File: src/synth_defines.svh
// Constants for the dual synthesizer control core.
`ifndef SYNTH_DEFINES_SVH
`define SYNTH_DEFINES_SVH
// ----------------------------------------------------------------------------
// Widths
// ----------------------------------------------------------------------------
`define SHIFT_W       22
`define DATA_W        20
`define REF_CNT_W     15
`define INT_CNT_W     13
`define SWALLOW_W     5
`define PRE_CNT_W     6
`define MF_SEL_W      4
// ----------------------------------------------------------------------------
// Reset values and limits
// ----------------------------------------------------------------------------
`define LATCH_RESET   20'h00000
`define REF_RATIO_MIN 15'h0002
// ----------------------------------------------------------------------------
// Latch addresses and loop indices
// ----------------------------------------------------------------------------
`define ADDR_AUX_REF  2'h0
`define ADDR_AUX_FB   2'h1
`define ADDR_MAIN_REF 2'h2
`define ADDR_MAIN_FB  2'h3
`define LOOP_AUX      0
`define LOOP_MAIN     1
// ----------------------------------------------------------------------------
// Field positions inside the 20-bit data field
// ----------------------------------------------------------------------------
`define F_MF_HI       19
`define F_MF_LO       18
`define F_BOOST       16
`define F_POL         15
`define F_RCNT_HI     14
`define F_PD          19
`define F_PSEL        18
`define F_INT_HI      17
`define F_INT_LO      5
`define F_SWL_HI      4
// ----------------------------------------------------------------------------
// Prescaler lower moduli (upper modulus is one more)
// ----------------------------------------------------------------------------
`define MOD_32        6'h20
`define MOD_16        6'h10
`define MOD_8         6'h08
// ----------------------------------------------------------------------------
// Multifunction output select codes
// ----------------------------------------------------------------------------
`define MF_CMOS_LOW   4'h0
`define MF_CMOS_HIGH  4'h1
`define MF_LD_MAIN    4'h2
`define MF_LD_AUX     4'h3
`define MF_LD_BOTH    4'h4
`define MF_REF_MAIN   4'h5
`define MF_FB_MAIN    4'h6
`define MF_REF_AUX    4'h7
`define MF_FB_AUX     4'h8
`define MF_FAST_MAIN  4'h9
`define MF_FAST_AUX   4'hA
`endif

File: src/synth_pkg.sv
// Types shared by the dual synthesizer control core.
`default_nettype none
package synth_pkg;
   typedef enum logic [1:0] {
      PFD_IDLE     = 2'b00,
      PFD_REF_LEAD = 2'b01,
      PFD_FB_LEAD  = 2'b10
   } pfd_state_t;
endpackage
`default_nettype wire
File: src/fb_div_if.sv
// Carrier between a loop's control logic and its feedback divider.
`include "synth_defines.svh"
`default_nettype none
interface fb_div_if;
   logic                    hold;
   logic                    psel;
   logic [`INT_CNT_W-1:0]   int_ratio;
   logic [`SWALLOW_W-1:0]   swallow;
   logic                    fb_pulse;
   modport ctrl (output hold, output psel, output int_ratio, output swallow, input fb_pulse);
   modport div  (input hold, input psel, input int_ratio, input swallow, output fb_pulse);
endinterface
`default_nettype wire

File: src/dual_pll_synth_control.sv
// Digital control core of a dual integer-N frequency synthesizer.
//
// ----------------------------------------------------------------------------
// Overview of operation
// - One reference input drives both reference dividers together.
// - Reference dividers are 15-bit counters dividing by 2 to 32767.
// - Each prescaler offers two dual moduli chosen by loop rating.
// - Feedback counter runs on prescaler output: 13-bit integer, 5-bit swallow.
// - Feedback divider covers the continuous ranges of each modulus.
// - Detector compares reference and feedback outputs; polarity bit picks direction.
// - Pump drives up or down, otherwise stays high impedance.
// - Boost bit selects 1 mA when clear and 4 mA when set.
// - Serial data enters MSB first into 22-bit register on clock rise.
// - Load strobe rise copies shift register into latch picked by low bits.
// - Serial port shifts and latches in every power-down combination.
// - Multifunction pin shows fast acquisition, CMOS level, lock or status.
// - Lock detect is high while pump idle, low while pump active.
// - A powered-down loop always reports lock detect high.
// - Fast acquisition turns the open-drain output on while boost commanded and the loop powered up.
// - Loop power-down stops its dividers and de-biases its RF input.
// - Reference input powers down only when both loops are powered down.
// - Power-down holds pump and detector off and dividers in reset.
// - Feedback divider restarts aligned with reference divider within one cycle.
// - Serial word is 20 data bits above a 2-bit address.
// - Address 0 aux ref, 1 aux feedback, 2 main ref, 3 main feedback.
// ----------------------------------------------------------------------------
`include "synth_defines.svh"
`default_nettype none
module dual_pll_synth_control
   import synth_pkg::*;
#(
   parameter bit MAIN_HIGH_RATE = 1'b1,
   parameter bit AUX_HIGH_RATE  = 1'b0
) (
   input  wire logic sys_clk,
   input  wire logic rst,
   input  wire logic reference_input,
   input  wire logic main_rf_input,
   input  wire logic aux_rf_input,
   input  wire logic serial_clock,
   input  wire logic serial_data,
   input  wire logic load_strobe,
   output var  logic main_pump_up,
   output var  logic main_pump_down,
   output var  logic main_pump_current_boost,
   output var  logic aux_pump_up,
   output var  logic aux_pump_down,
   output var  logic aux_pump_current_boost,
   output var  logic main_rf_input_enable,
   output var  logic aux_rf_input_enable,
   output var  logic reference_input_enable,
   output var  logic multifunction_output_o,
   output var  logic multifunction_output_oe
);

   // ----------------------------------------------------------------------------
   // Field helpers
   // ----------------------------------------------------------------------------
   // Ratios below the minimum are raised to it so the divider never stalls.
   function automatic logic [`REF_CNT_W-1:0] ref_ratio(input logic [`DATA_W-1:0] d);
      logic [`REF_CNT_W-1:0] r;
      r = d[`F_RCNT_HI:0];
      if (r < `REF_RATIO_MIN) begin
         r = `REF_RATIO_MIN;
      end
      return r;
   endfunction

   function automatic logic pump_active(input pfd_state_t s);
      return s != PFD_IDLE;
   endfunction

   // ----------------------------------------------------------------------------
   // Serial port
   // ----------------------------------------------------------------------------
   logic [`SHIFT_W-1:0] shift_r;
   logic                sclk_prev_r;
   logic                le_prev_r;
   logic [`DATA_W-1:0]  latch_r [4];
   logic                sclk_rise;
   logic                le_rise;

   assign sclk_rise = serial_clock & ~sclk_prev_r;
   assign le_rise   = load_strobe & ~le_prev_r;

   // Edge detectors reset low, the idle level of both lines.
   always_ff @(posedge sys_clk or posedge rst) begin
      if (rst) begin
         sclk_prev_r <= 1'b0;
         le_prev_r   <= 1'b0;
      end else begin
         sclk_prev_r <= serial_clock;
         le_prev_r   <= load_strobe;
      end
   end

   // Shifting is never gated by the power-down bits.
   always_ff @(posedge sys_clk or posedge rst) begin
      if (rst) begin
         shift_r <= '0;
      end else if (sclk_rise) begin
         shift_r <= {shift_r[`SHIFT_W-2:0], serial_data};
      end
   end

   // ----------------------------------------------------------------------------
   // Latches
   // ----------------------------------------------------------------------------
   // The low two bits select the latch, the upper twenty are its data.
   always_ff @(posedge sys_clk or posedge rst) begin
      if (rst) begin
         for (int i = 0; i < 4; i++) begin
            latch_r[i] <= `LATCH_RESET;
         end
      end else if (le_rise) begin
         if (shift_r[1:0] == `ADDR_AUX_REF) begin
            latch_r[`ADDR_AUX_REF] <= shift_r[`SHIFT_W-1:2];
         end else if (shift_r[1:0] == `ADDR_AUX_FB) begin
            latch_r[`ADDR_AUX_FB] <= shift_r[`SHIFT_W-1:2];
         end else if (shift_r[1:0] == `ADDR_MAIN_REF) begin
            latch_r[`ADDR_MAIN_REF] <= shift_r[`SHIFT_W-1:2];
         end else begin
            latch_r[`ADDR_MAIN_FB] <= shift_r[`SHIFT_W-1:2];
         end
      end
   end

   // ----------------------------------------------------------------------------
   // Per-loop configuration
   // ----------------------------------------------------------------------------
   logic [1:0]  pd;
   logic [1:0]  pol;
   logic [1:0]  boost;
   logic [`MF_SEL_W-1:0] mf_sel;

   // Power-down bits live in the feedback latches.
   assign pd[`LOOP_AUX]     = latch_r[`ADDR_AUX_FB][`F_PD];
   assign pd[`LOOP_MAIN]    = latch_r[`ADDR_MAIN_FB][`F_PD];
   assign pol[`LOOP_AUX]    = latch_r[`ADDR_AUX_REF][`F_POL];
   assign pol[`LOOP_MAIN]   = latch_r[`ADDR_MAIN_REF][`F_POL];
   assign boost[`LOOP_AUX]  = latch_r[`ADDR_AUX_REF][`F_BOOST];
   assign boost[`LOOP_MAIN] = latch_r[`ADDR_MAIN_REF][`F_BOOST];

   // The main reference latch holds the upper half of the select code.
   assign mf_sel = {latch_r[`ADDR_MAIN_REF][`F_MF_HI:`F_MF_LO],
                    latch_r[`ADDR_AUX_REF][`F_MF_HI:`F_MF_LO]};

   // ----------------------------------------------------------------------------
   // Reference input block
   // ----------------------------------------------------------------------------
   logic ref_prev_r;
   logic ref_on;
   logic ref_edge;
   logic ref_en_r;

   // The reference pin is released only when both loops sleep.
   assign ref_on   = ~(pd[`LOOP_MAIN] & pd[`LOOP_AUX]);
   assign ref_edge = reference_input & ~ref_prev_r & ref_on;

   always_ff @(posedge sys_clk or posedge rst) begin
      if (rst) begin
         ref_prev_r <= 1'b0;
         ref_en_r   <= 1'b1;
      end else begin
         ref_prev_r <= reference_input & ref_on;
         ref_en_r   <= ref_on;
      end
   end

   assign reference_input_enable = ref_en_r;

   // ----------------------------------------------------------------------------
   // Loops: reference divider, detector, pump and lock detect
   // ----------------------------------------------------------------------------
   logic [1:0] ref_pulse_r;
   logic [1:0] fb_pulse;
   logic [1:0] up_r;
   logic [1:0] down_r;
   logic [1:0] boost_r;
   logic [1:0] lock_r;
   logic [1:0] rf_en_r;

   for (genvar l = 0; l < 2; l++) begin : g_loop
      logic [`REF_CNT_W-1:0] ref_cnt_r;
      pfd_state_t            state_r;
      pfd_state_t            state_nxt;
      logic [`DATA_W-1:0]    fb_cfg;
      fb_div_if              fbi ();

      // Each feedback divider sees only its own loop's latch.
      assign fb_cfg        = latch_r[{l[0], 1'b1}];
      assign fbi.hold      = pd[l];
      assign fbi.psel      = fb_cfg[`F_PSEL];
      assign fbi.int_ratio = fb_cfg[`F_INT_HI:`F_INT_LO];
      assign fbi.swallow   = fb_cfg[`F_SWL_HI:0];
      assign fb_pulse[l]   = fbi.fb_pulse;

      fb_divider #(
         .HIGH_RATE (l == `LOOP_MAIN ? MAIN_HIGH_RATE : AUX_HIGH_RATE)
      ) u_fb (
         .sys_clk  (sys_clk),
         .rst      (rst),
         .rf_input (l == `LOOP_MAIN ? main_rf_input : aux_rf_input),
         .dv       (fbi.div)
      );

      // Both dividers leave reset in the same cycle, so they restart aligned.
      // A ratio lowered below the current count ends that period at the next reference edge.
      always_ff @(posedge sys_clk or posedge rst) begin
         if (rst) begin
            ref_cnt_r      <= '0;
            ref_pulse_r[l] <= 1'b0;
         end else if (pd[l]) begin
            ref_cnt_r      <= '0;
            ref_pulse_r[l] <= 1'b0;
         end else if (ref_edge) begin
            if (ref_cnt_r >= ref_ratio(latch_r[{l[0], 1'b0}]) - `REF_CNT_W'(1)) begin
               ref_cnt_r      <= '0;
               ref_pulse_r[l] <= 1'b1;
            end else begin
               ref_cnt_r      <= ref_cnt_r + `REF_CNT_W'(1);
               ref_pulse_r[l] <= 1'b0;
            end
         end else begin
            ref_pulse_r[l] <= 1'b0;
         end
      end

      // Phase/frequency detector: whichever edge arrives first holds the
      // pump on until the other edge arrives.
      always_comb begin
         state_nxt = state_r;
         case (state_r)
            PFD_IDLE: begin
               if (ref_pulse_r[l] & ~fb_pulse[l]) begin
                  state_nxt = PFD_REF_LEAD;
               end else if (fb_pulse[l] & ~ref_pulse_r[l]) begin
                  state_nxt = PFD_FB_LEAD;
               end
            end
            PFD_REF_LEAD: begin
               if (fb_pulse[l]) begin
                  state_nxt = PFD_IDLE;
               end
            end
            PFD_FB_LEAD: begin
               if (ref_pulse_r[l]) begin
                  state_nxt = PFD_IDLE;
               end
            end
            default: begin
               state_nxt = PFD_IDLE;
            end
         endcase
         // Power-down forces the detector back to idle.
         if (pd[l]) begin
            state_nxt = PFD_IDLE;
         end
      end

      always_ff @(posedge sys_clk or posedge rst) begin
         if (rst) begin
            state_r <= PFD_IDLE;
         end else begin
            state_r <= state_nxt;
         end
      end

      // A set polarity bit pumps up when the reference leads.
      // Lock reads high while the pump idles or the loop sleeps.
      always_ff @(posedge sys_clk or posedge rst) begin
         if (rst) begin
            up_r[l]    <= 1'b0;
            down_r[l]  <= 1'b0;
            boost_r[l] <= 1'b0;
            lock_r[l]  <= 1'b1;
            rf_en_r[l] <= 1'b1;
         end else begin
            up_r[l]    <= pol[l] ? (state_nxt == PFD_REF_LEAD) : (state_nxt == PFD_FB_LEAD);
            down_r[l]  <= pol[l] ? (state_nxt == PFD_FB_LEAD) : (state_nxt == PFD_REF_LEAD);
            boost_r[l] <= boost[l] & ~pd[l];
            lock_r[l]  <= pd[l] | ~pump_active(state_nxt);
            rf_en_r[l] <= ~pd[l];
         end
      end
   end

   assign main_pump_up            = up_r[`LOOP_MAIN];
   assign main_pump_down          = down_r[`LOOP_MAIN];
   assign main_pump_current_boost = boost_r[`LOOP_MAIN];
   assign aux_pump_up             = up_r[`LOOP_AUX];
   assign aux_pump_down           = down_r[`LOOP_AUX];
   assign aux_pump_current_boost  = boost_r[`LOOP_AUX];
   assign main_rf_input_enable    = rf_en_r[`LOOP_MAIN];
   assign aux_rf_input_enable     = rf_en_r[`LOOP_AUX];

   // ----------------------------------------------------------------------------
   // Multifunction output
   // ----------------------------------------------------------------------------
   // Open-drain modes only ever drive low; CMOS modes drive both levels.
   logic mf_o_nxt;
   logic mf_oe_nxt;
   logic mf_o_r;
   logic mf_oe_r;

   // Status modes pass the one-cycle divider pulses through.
   always_comb begin
      mf_o_nxt  = 1'b0;
      mf_oe_nxt = 1'b1;
      case (mf_sel)
         `MF_CMOS_HIGH: mf_o_nxt = 1'b1;
         `MF_LD_MAIN:   mf_oe_nxt = ~lock_r[`LOOP_MAIN];
         `MF_LD_AUX:    mf_oe_nxt = ~lock_r[`LOOP_AUX];
         `MF_LD_BOTH:   mf_oe_nxt = ~(lock_r[`LOOP_MAIN] & lock_r[`LOOP_AUX]);
         `MF_REF_MAIN:  mf_o_nxt = ref_pulse_r[`LOOP_MAIN];
         `MF_FB_MAIN:   mf_o_nxt = fb_pulse[`LOOP_MAIN];
         `MF_REF_AUX:   mf_o_nxt = ref_pulse_r[`LOOP_AUX];
         `MF_FB_AUX:    mf_o_nxt = fb_pulse[`LOOP_AUX];
         `MF_FAST_MAIN: mf_oe_nxt = boost[`LOOP_MAIN] & ~pd[`LOOP_MAIN];
         `MF_FAST_AUX:  mf_oe_nxt = boost[`LOOP_AUX] & ~pd[`LOOP_AUX];
         default:       mf_o_nxt = 1'b0;
      endcase
   end

   always_ff @(posedge sys_clk or posedge rst) begin
      if (rst) begin
         mf_o_r  <= 1'b0;
         mf_oe_r <= 1'b1;
      end else begin
         mf_o_r  <= mf_o_nxt;
         mf_oe_r <= mf_oe_nxt;
      end
   end

   assign multifunction_output_o  = mf_o_r;
   assign multifunction_output_oe = mf_oe_r;

endmodule
`default_nettype wire

File: src/fb_divider.sv
// Dual-modulus prescaler and integer plus swallow feedback counter of one loop.
`include "synth_defines.svh"
`default_nettype none
module fb_divider
   import synth_pkg::*;
#(
   parameter bit HIGH_RATE = 1'b1
) (
   input  wire logic sys_clk,
   input  wire logic rst,
   input  wire logic rf_input,
   fb_div_if.div     dv
);
   logic                  rf_prev_r;
   logic [`PRE_CNT_W-1:0] pre_cnt_r;
   logic [`INT_CNT_W-1:0] int_cnt_r;
   logic [`SWALLOW_W-1:0] swl_cnt_r;
   logic                  fb_pulse_r;
   logic [`PRE_CNT_W-1:0] modulus;
   logic                  rf_edge;
   logic                  pre_tick;

   // ----------------------------------------------------------------------------
   // Prescaler
   // ----------------------------------------------------------------------------
   // The upper modulus is used while swallow cycles remain in this period.
   always_comb begin
      if (HIGH_RATE) begin
         modulus = dv.psel ? `MOD_16 : `MOD_32;
      end else begin
         modulus = dv.psel ? `MOD_8 : `MOD_16;
      end
      if (swl_cnt_r != '0) begin
         modulus = modulus + `PRE_CNT_W'(1);
      end
   end

   assign rf_edge  = rf_input & ~rf_prev_r & ~dv.hold;
   assign pre_tick = rf_edge & (pre_cnt_r >= modulus - `PRE_CNT_W'(1));

   always_ff @(posedge sys_clk or posedge rst) begin
      if (rst) begin
         rf_prev_r <= 1'b0;
      end else begin
         rf_prev_r <= rf_input;
      end
   end

   always_ff @(posedge sys_clk or posedge rst) begin
      if (rst) begin
         pre_cnt_r <= '0;
      end else if (dv.hold) begin
         pre_cnt_r <= '0;
      end else if (pre_tick) begin
         pre_cnt_r <= '0;
      end else if (rf_edge) begin
         pre_cnt_r <= pre_cnt_r + `PRE_CNT_W'(1);
      end
   end

   // ----------------------------------------------------------------------------
   // Feedback counter, clocked by prescaler output ticks
   // ----------------------------------------------------------------------------
   // Total ratio is modulus times the integer ratio plus the swallow count.
   always_ff @(posedge sys_clk or posedge rst) begin
      if (rst) begin
         int_cnt_r  <= '0;
         swl_cnt_r  <= '0;
         fb_pulse_r <= 1'b0;
      end else if (dv.hold) begin
         int_cnt_r  <= '0;
         swl_cnt_r  <= dv.swallow;
         fb_pulse_r <= 1'b0;
      end else if (pre_tick) begin
         if (int_cnt_r >= dv.int_ratio - `INT_CNT_W'(1)) begin
            int_cnt_r  <= '0;
            swl_cnt_r  <= dv.swallow;
            fb_pulse_r <= 1'b1;
         end else begin
            int_cnt_r  <= int_cnt_r + `INT_CNT_W'(1);
            fb_pulse_r <= 1'b0;
            if (swl_cnt_r != '0) begin
               swl_cnt_r <= swl_cnt_r - `SWALLOW_W'(1);
            end
         end
      end else begin
         fb_pulse_r <= 1'b0;
      end
   end

   assign dv.fb_pulse = fb_pulse_r;
endmodule
`default_nettype wire

File: config.mk
export PLATFORM = sky130hd
export DESIGN_NAME = dual_pll_synth_control
export DESIGN_NICKNAME = d
export VERILOG_FILES = /design/src/synth_pkg.sv /design/src/fb_div_if.sv /design/src/dual_pll_synth_control.sv /design/src/fb_divider.sv
export VERILOG_INCLUDE_DIRS = /design/src
export SDC_FILE = /design/constraint.sdc
export NUM_CORES = 1
export LEC_CHECK = 0
export CAP_MARGIN = 5
export CORE_UTILIZATION = 25
export CTS_CLUSTER_SIZE = 30
export DETAILED_ROUTE_END_ITERATION = 7
export DONT_BUFFER_PORTS = 1
export HOLD_SLACK_MARGIN = 0.12
export SLEW_MARGIN = 20
export SYNTH_ARGS = -nofsm -noshare
export SYNTH_HDL_FRONTEND = slang
export SYNTH_SLANG_ARGS = --single-unit
File: constraint.sdc
create_clock -name sys_clk -period 19.76 [get_ports sys_clk]
set_input_delay 3.952 -clock sys_clk [delete_from_list [all_inputs] [get_ports sys_clk]]
set_output_delay 3.952 -clock sys_clk [all_outputs]
set_load 0.02 [all_outputs]
==> metrics.md <==
| Metric | Value |
|---|---|
| DR DRC count | `0` |
| Yosys warning total | `0` |
| Status | `completed` |
| Die footprint | `45,320 um^2` |
| Grt met3 use | `1.971%` |
| RSZ-0062 raised after global routing | `no` |
| GRT Total Usage | `10.74%` |
| Post-CTS Setup Bufs | `0` |
| P_sw | `0.0006602 W` |
| DR vias/cell | `4.626` |
| Slew headroom | `29.58%` |
| Sum Neg Setup Slack | `0 ns` |
| Clock slew at reported path FFs | `0.06 ns` |
| First-pass GRT wire length | `39,580 um` |
| Layout Nets | `1,165` |
| I/O pins | `19` |
| Most instantiated cells after synthesis | `dfrtp_1 (198), nor2_1 (109), mux2_2 (93)` |
| Register area | `5112 um^2` |
| Yosys top cell by area | `dfrtp_1` |
| Clock tree from TritonCTS | `yes` |
| Synth Register Bits | `204` |
| Total iterations of the first detailed-routing run | `5` |
| Max FO, Critical Path | `8` |
| Chip Height | `212.9 um` |
| Slew @ Worst Pin | `1.053 ns` |
| Syn-to-layout area delta | `13.78%` |
| Total vias in the final route | `7,739` |
| Initial core utilization | `25.59%` |
| Avg Cell Area, Syn | `10.36 um^2` |
| H-tree depth | `1` |
| Max VDD drop | `0.06703 mV` |
| Largest net degree at the start of global routing | `135` |
| Proportion of layout cells with a drive suffix above 1 | `14.52%` |
| Initial drt markers | `350` |
| Top area cells in the synthesized netlist | `dfrtp_1 (45%), ha_1 (9.7%), mux2_2 (9.4%), nor2_1 (3.7%), xnor2_1 (3.5%)` |
| Mapped cell area | `11,120 um^2` |
| Overflow after GRT | `0` |
| Global placement routability congestion | `0.7996` |
| Clock buffer depth | `3` |
| Initial antenna violation count | `1` |
| Buffers on Ports | `0` |
| Max-cap violations | `0` |
| Vias in the first global route | `7,592` |
| CP arrival | `5.94 ns` |
| # rows | `76` |
| Total Routed Length | `23,560 um` |
| Yosys top cell area share | `44.56%` |
| CP required | `20.20 ns` |
| Clock sink count | `204` |
| Post-DRT Antenna Nets | `0` |
| Startpoint types | `flip-flop` |
| Int Power | `0.001151 W` |
| Detailed Place HPWL | `16,570 um` |
| Final min period | `5.503 ns` |
| Hold Path Class | `reg -> reg` |
| WL/cell | `14.08 um` |
| Met2 usage | `17.35%` |
| Cells after Synth | `1,073` |
| Multi-input gate area | `5752 um^2` |
| GR peak layer | `met2` |
| Fillcell total | `4,482` |
| Comb pwr share | `37.4%` |
| Die X | `212.9 um` |
| Final hold vios | `0` |
| Core ar. | `43,460 um^2` |
| Fmax | `0.1817 GHz` |
| Post-cts resize count | `0` |
| Root Driver | `clkbuf_16` |
| Main synth FF type | `dfrtp_1` |
| M1 GR Usage | `14.84%` |
| Register area share after synthesis | `45.98%` |
| Final Skew | `0.03866 ns` |
| Clock power frac | `27.0%` |
| Pwr dens | `143.1 nW/um^2` |
| Net count after synthesis | `1,167` |
| Hold Buf Count CTS | `0` |
| Seq pwr share | `35.6%` |
| Netlist cell types | `60` |
| Worst skew pair latency | `0.53 ns` |
| Hold Slack | `0.4665 ns` |
| Leak | `5.740 nW` |
| Most frequent cell after synthesis | `dfrtp_1` |
| Sw frac | `36.46%` |
| Post-synth EDFFs | `0` |
| Crit end category | `flip-flop` |
| Setup CP Type | `reg -> reg` |
| Final worst path period share | `27.85%` |
| # setup viols final | `0` |
| Cts bufs inserted | `23` |
| Ant. Diodes | `0` |
| Asr flop ratio synth | `100.0%` |
| Pins Over Slew Limit | `0` |
## critical path, stage by stage, from the launching register on
cell	delay [ns]
dfrtp_1	0.43
or3_1	0.41
or4_1	0.43
or4_2	0.66
o31ai_1	0.35
ha_1	0.26
nand2b_1	0.12
or3_4	0.36
or3_4	0.34
or3_4	0.34
xor2_1	0.20
ha_1	0.28
a21o_1	0.18
a21o_1	0.16
a21oi_1	0.19
o211ai_1	0.30
nor3_1	0.28
a211o_1	0.12
## per-layer routing
metal  part of all wire [%]  vias up
li1                       -     3802
met3                    3.8       32
met4                    1.6        2
met2                     45       87
met1                     49     3816
met5                  0.072        -
## cells by family (layout without fill, tap and decap cells)
kind of cell,count (synthesis),in the layout,synth area share [%]
AO/OA/AOI/OAI,177,177,9.936
adder cells (fa/ha/maj),86,86,9.677
XOR/XNOR,77,77,6.065
multiplexers,97,97,9.778
flip-flops,204,204,45.98
AND/OR/NAND/NOR,361,361,16.16
buffers and inverters,71,86,2.408
## placed cells by master (no fill, tap or decap), drive strengths merged, types with 5 or more instances in the layout
cell	count
inv	41
o2111ai	5
o211ai	5
a211o	5
nor2	109
or3	8
a21o	14
nand2	82
clkbuf	32
nor3b	8
nand2b	13
nand4	13
bufinv	6
xnor2	45
nor4	18
dfstp	6
nand3b	6
nand3	30
a31oi	5
o21ai	73
o31ai	7
ha	86
and3	11
nor3	27
dfrtp	198
xor2	32
a21oi	31
mux2	93
nor2b	19
## layout make-up
class / count / area share [%]
Tap cell: 585 / 5.785
Clock inverter: 10 / 1.652
Timing Repair Buffer: 4 / 0.2373
Inverter: 40 / 1.246
Clock buffer: 32 / 5.212
Sequential cell: 204 / 40.41
Multi-Input combinational cell: 798 / 45.46
## registers in the layout, summed over array words and instances (netlist names), 4 cells and up
| signal | count |
|---|---|
| g_loop.fb_cfg | 40 |
| g_loop.ref_cnt_r | 30 |
| g_loop.state_r | 4 |
| g_loop.u_fb.int_cnt_r | 26 |
| g_loop.u_fb.pre_cnt_r | 12 |
| g_loop.u_fb.swl_cnt_r | 10 |
| latch_r | 36 |
| shift_r | 22 |
## power by group through the flow
stage | Sequential (W) | Combinational [W] | Clock, W
2_1_floorplan | 0.000601 | 0.000557 | 0
3_3_place_gp | 0.000650 | 0.000652 | 0
3_5_place_dp | 0.000652 | 0.000680 | 0
4_1_cts | 0.000645 | 0.000685 | 0.000499
5_1_grt | 0.000662 | 0.000779 | 0.000515
6_report | 0.000645 | 0.000677 | 0.000489
## worst paths after layout
check,depth (start not counted),slack [ns],to,startpoint
worst max-delay path,17,14.26,g_loop[1].ref_cnt_r[11],latch_r[27]
worst min-delay path,1,0.47,g_loop[0].state_r[0],g_loop[0].state_r[1]
worst max register to register,17,14.26,g_loop[1].ref_cnt_r[11],latch_r[27]
worst min register to register,1,0.47,g_loop[0].state_r[0],g_loop[0].state_r[1]
max in group asynchronous,2,14.77,multifunction_output_o,rst
min in group asynchronous,1,3.48,latch_r[68],rst
## stage by stage
step	cell area [um^2]	power (W)	worst slack (ns)	utilization (%)	instances
finish	12650	0.001811	14.26	29.11	1673
global route	12650	0.001956	13.99	29.11	1673
CTS	12650	0.001829	14.29	29.11	1673
detailed placement	11780	0.001332	14.04	27.11	1631
global placement	11770	0.001302	13.94	27.09	1631
floorplan	11120	0.001159	10.25	-	1073
Power figures use the tool's default switching activity.
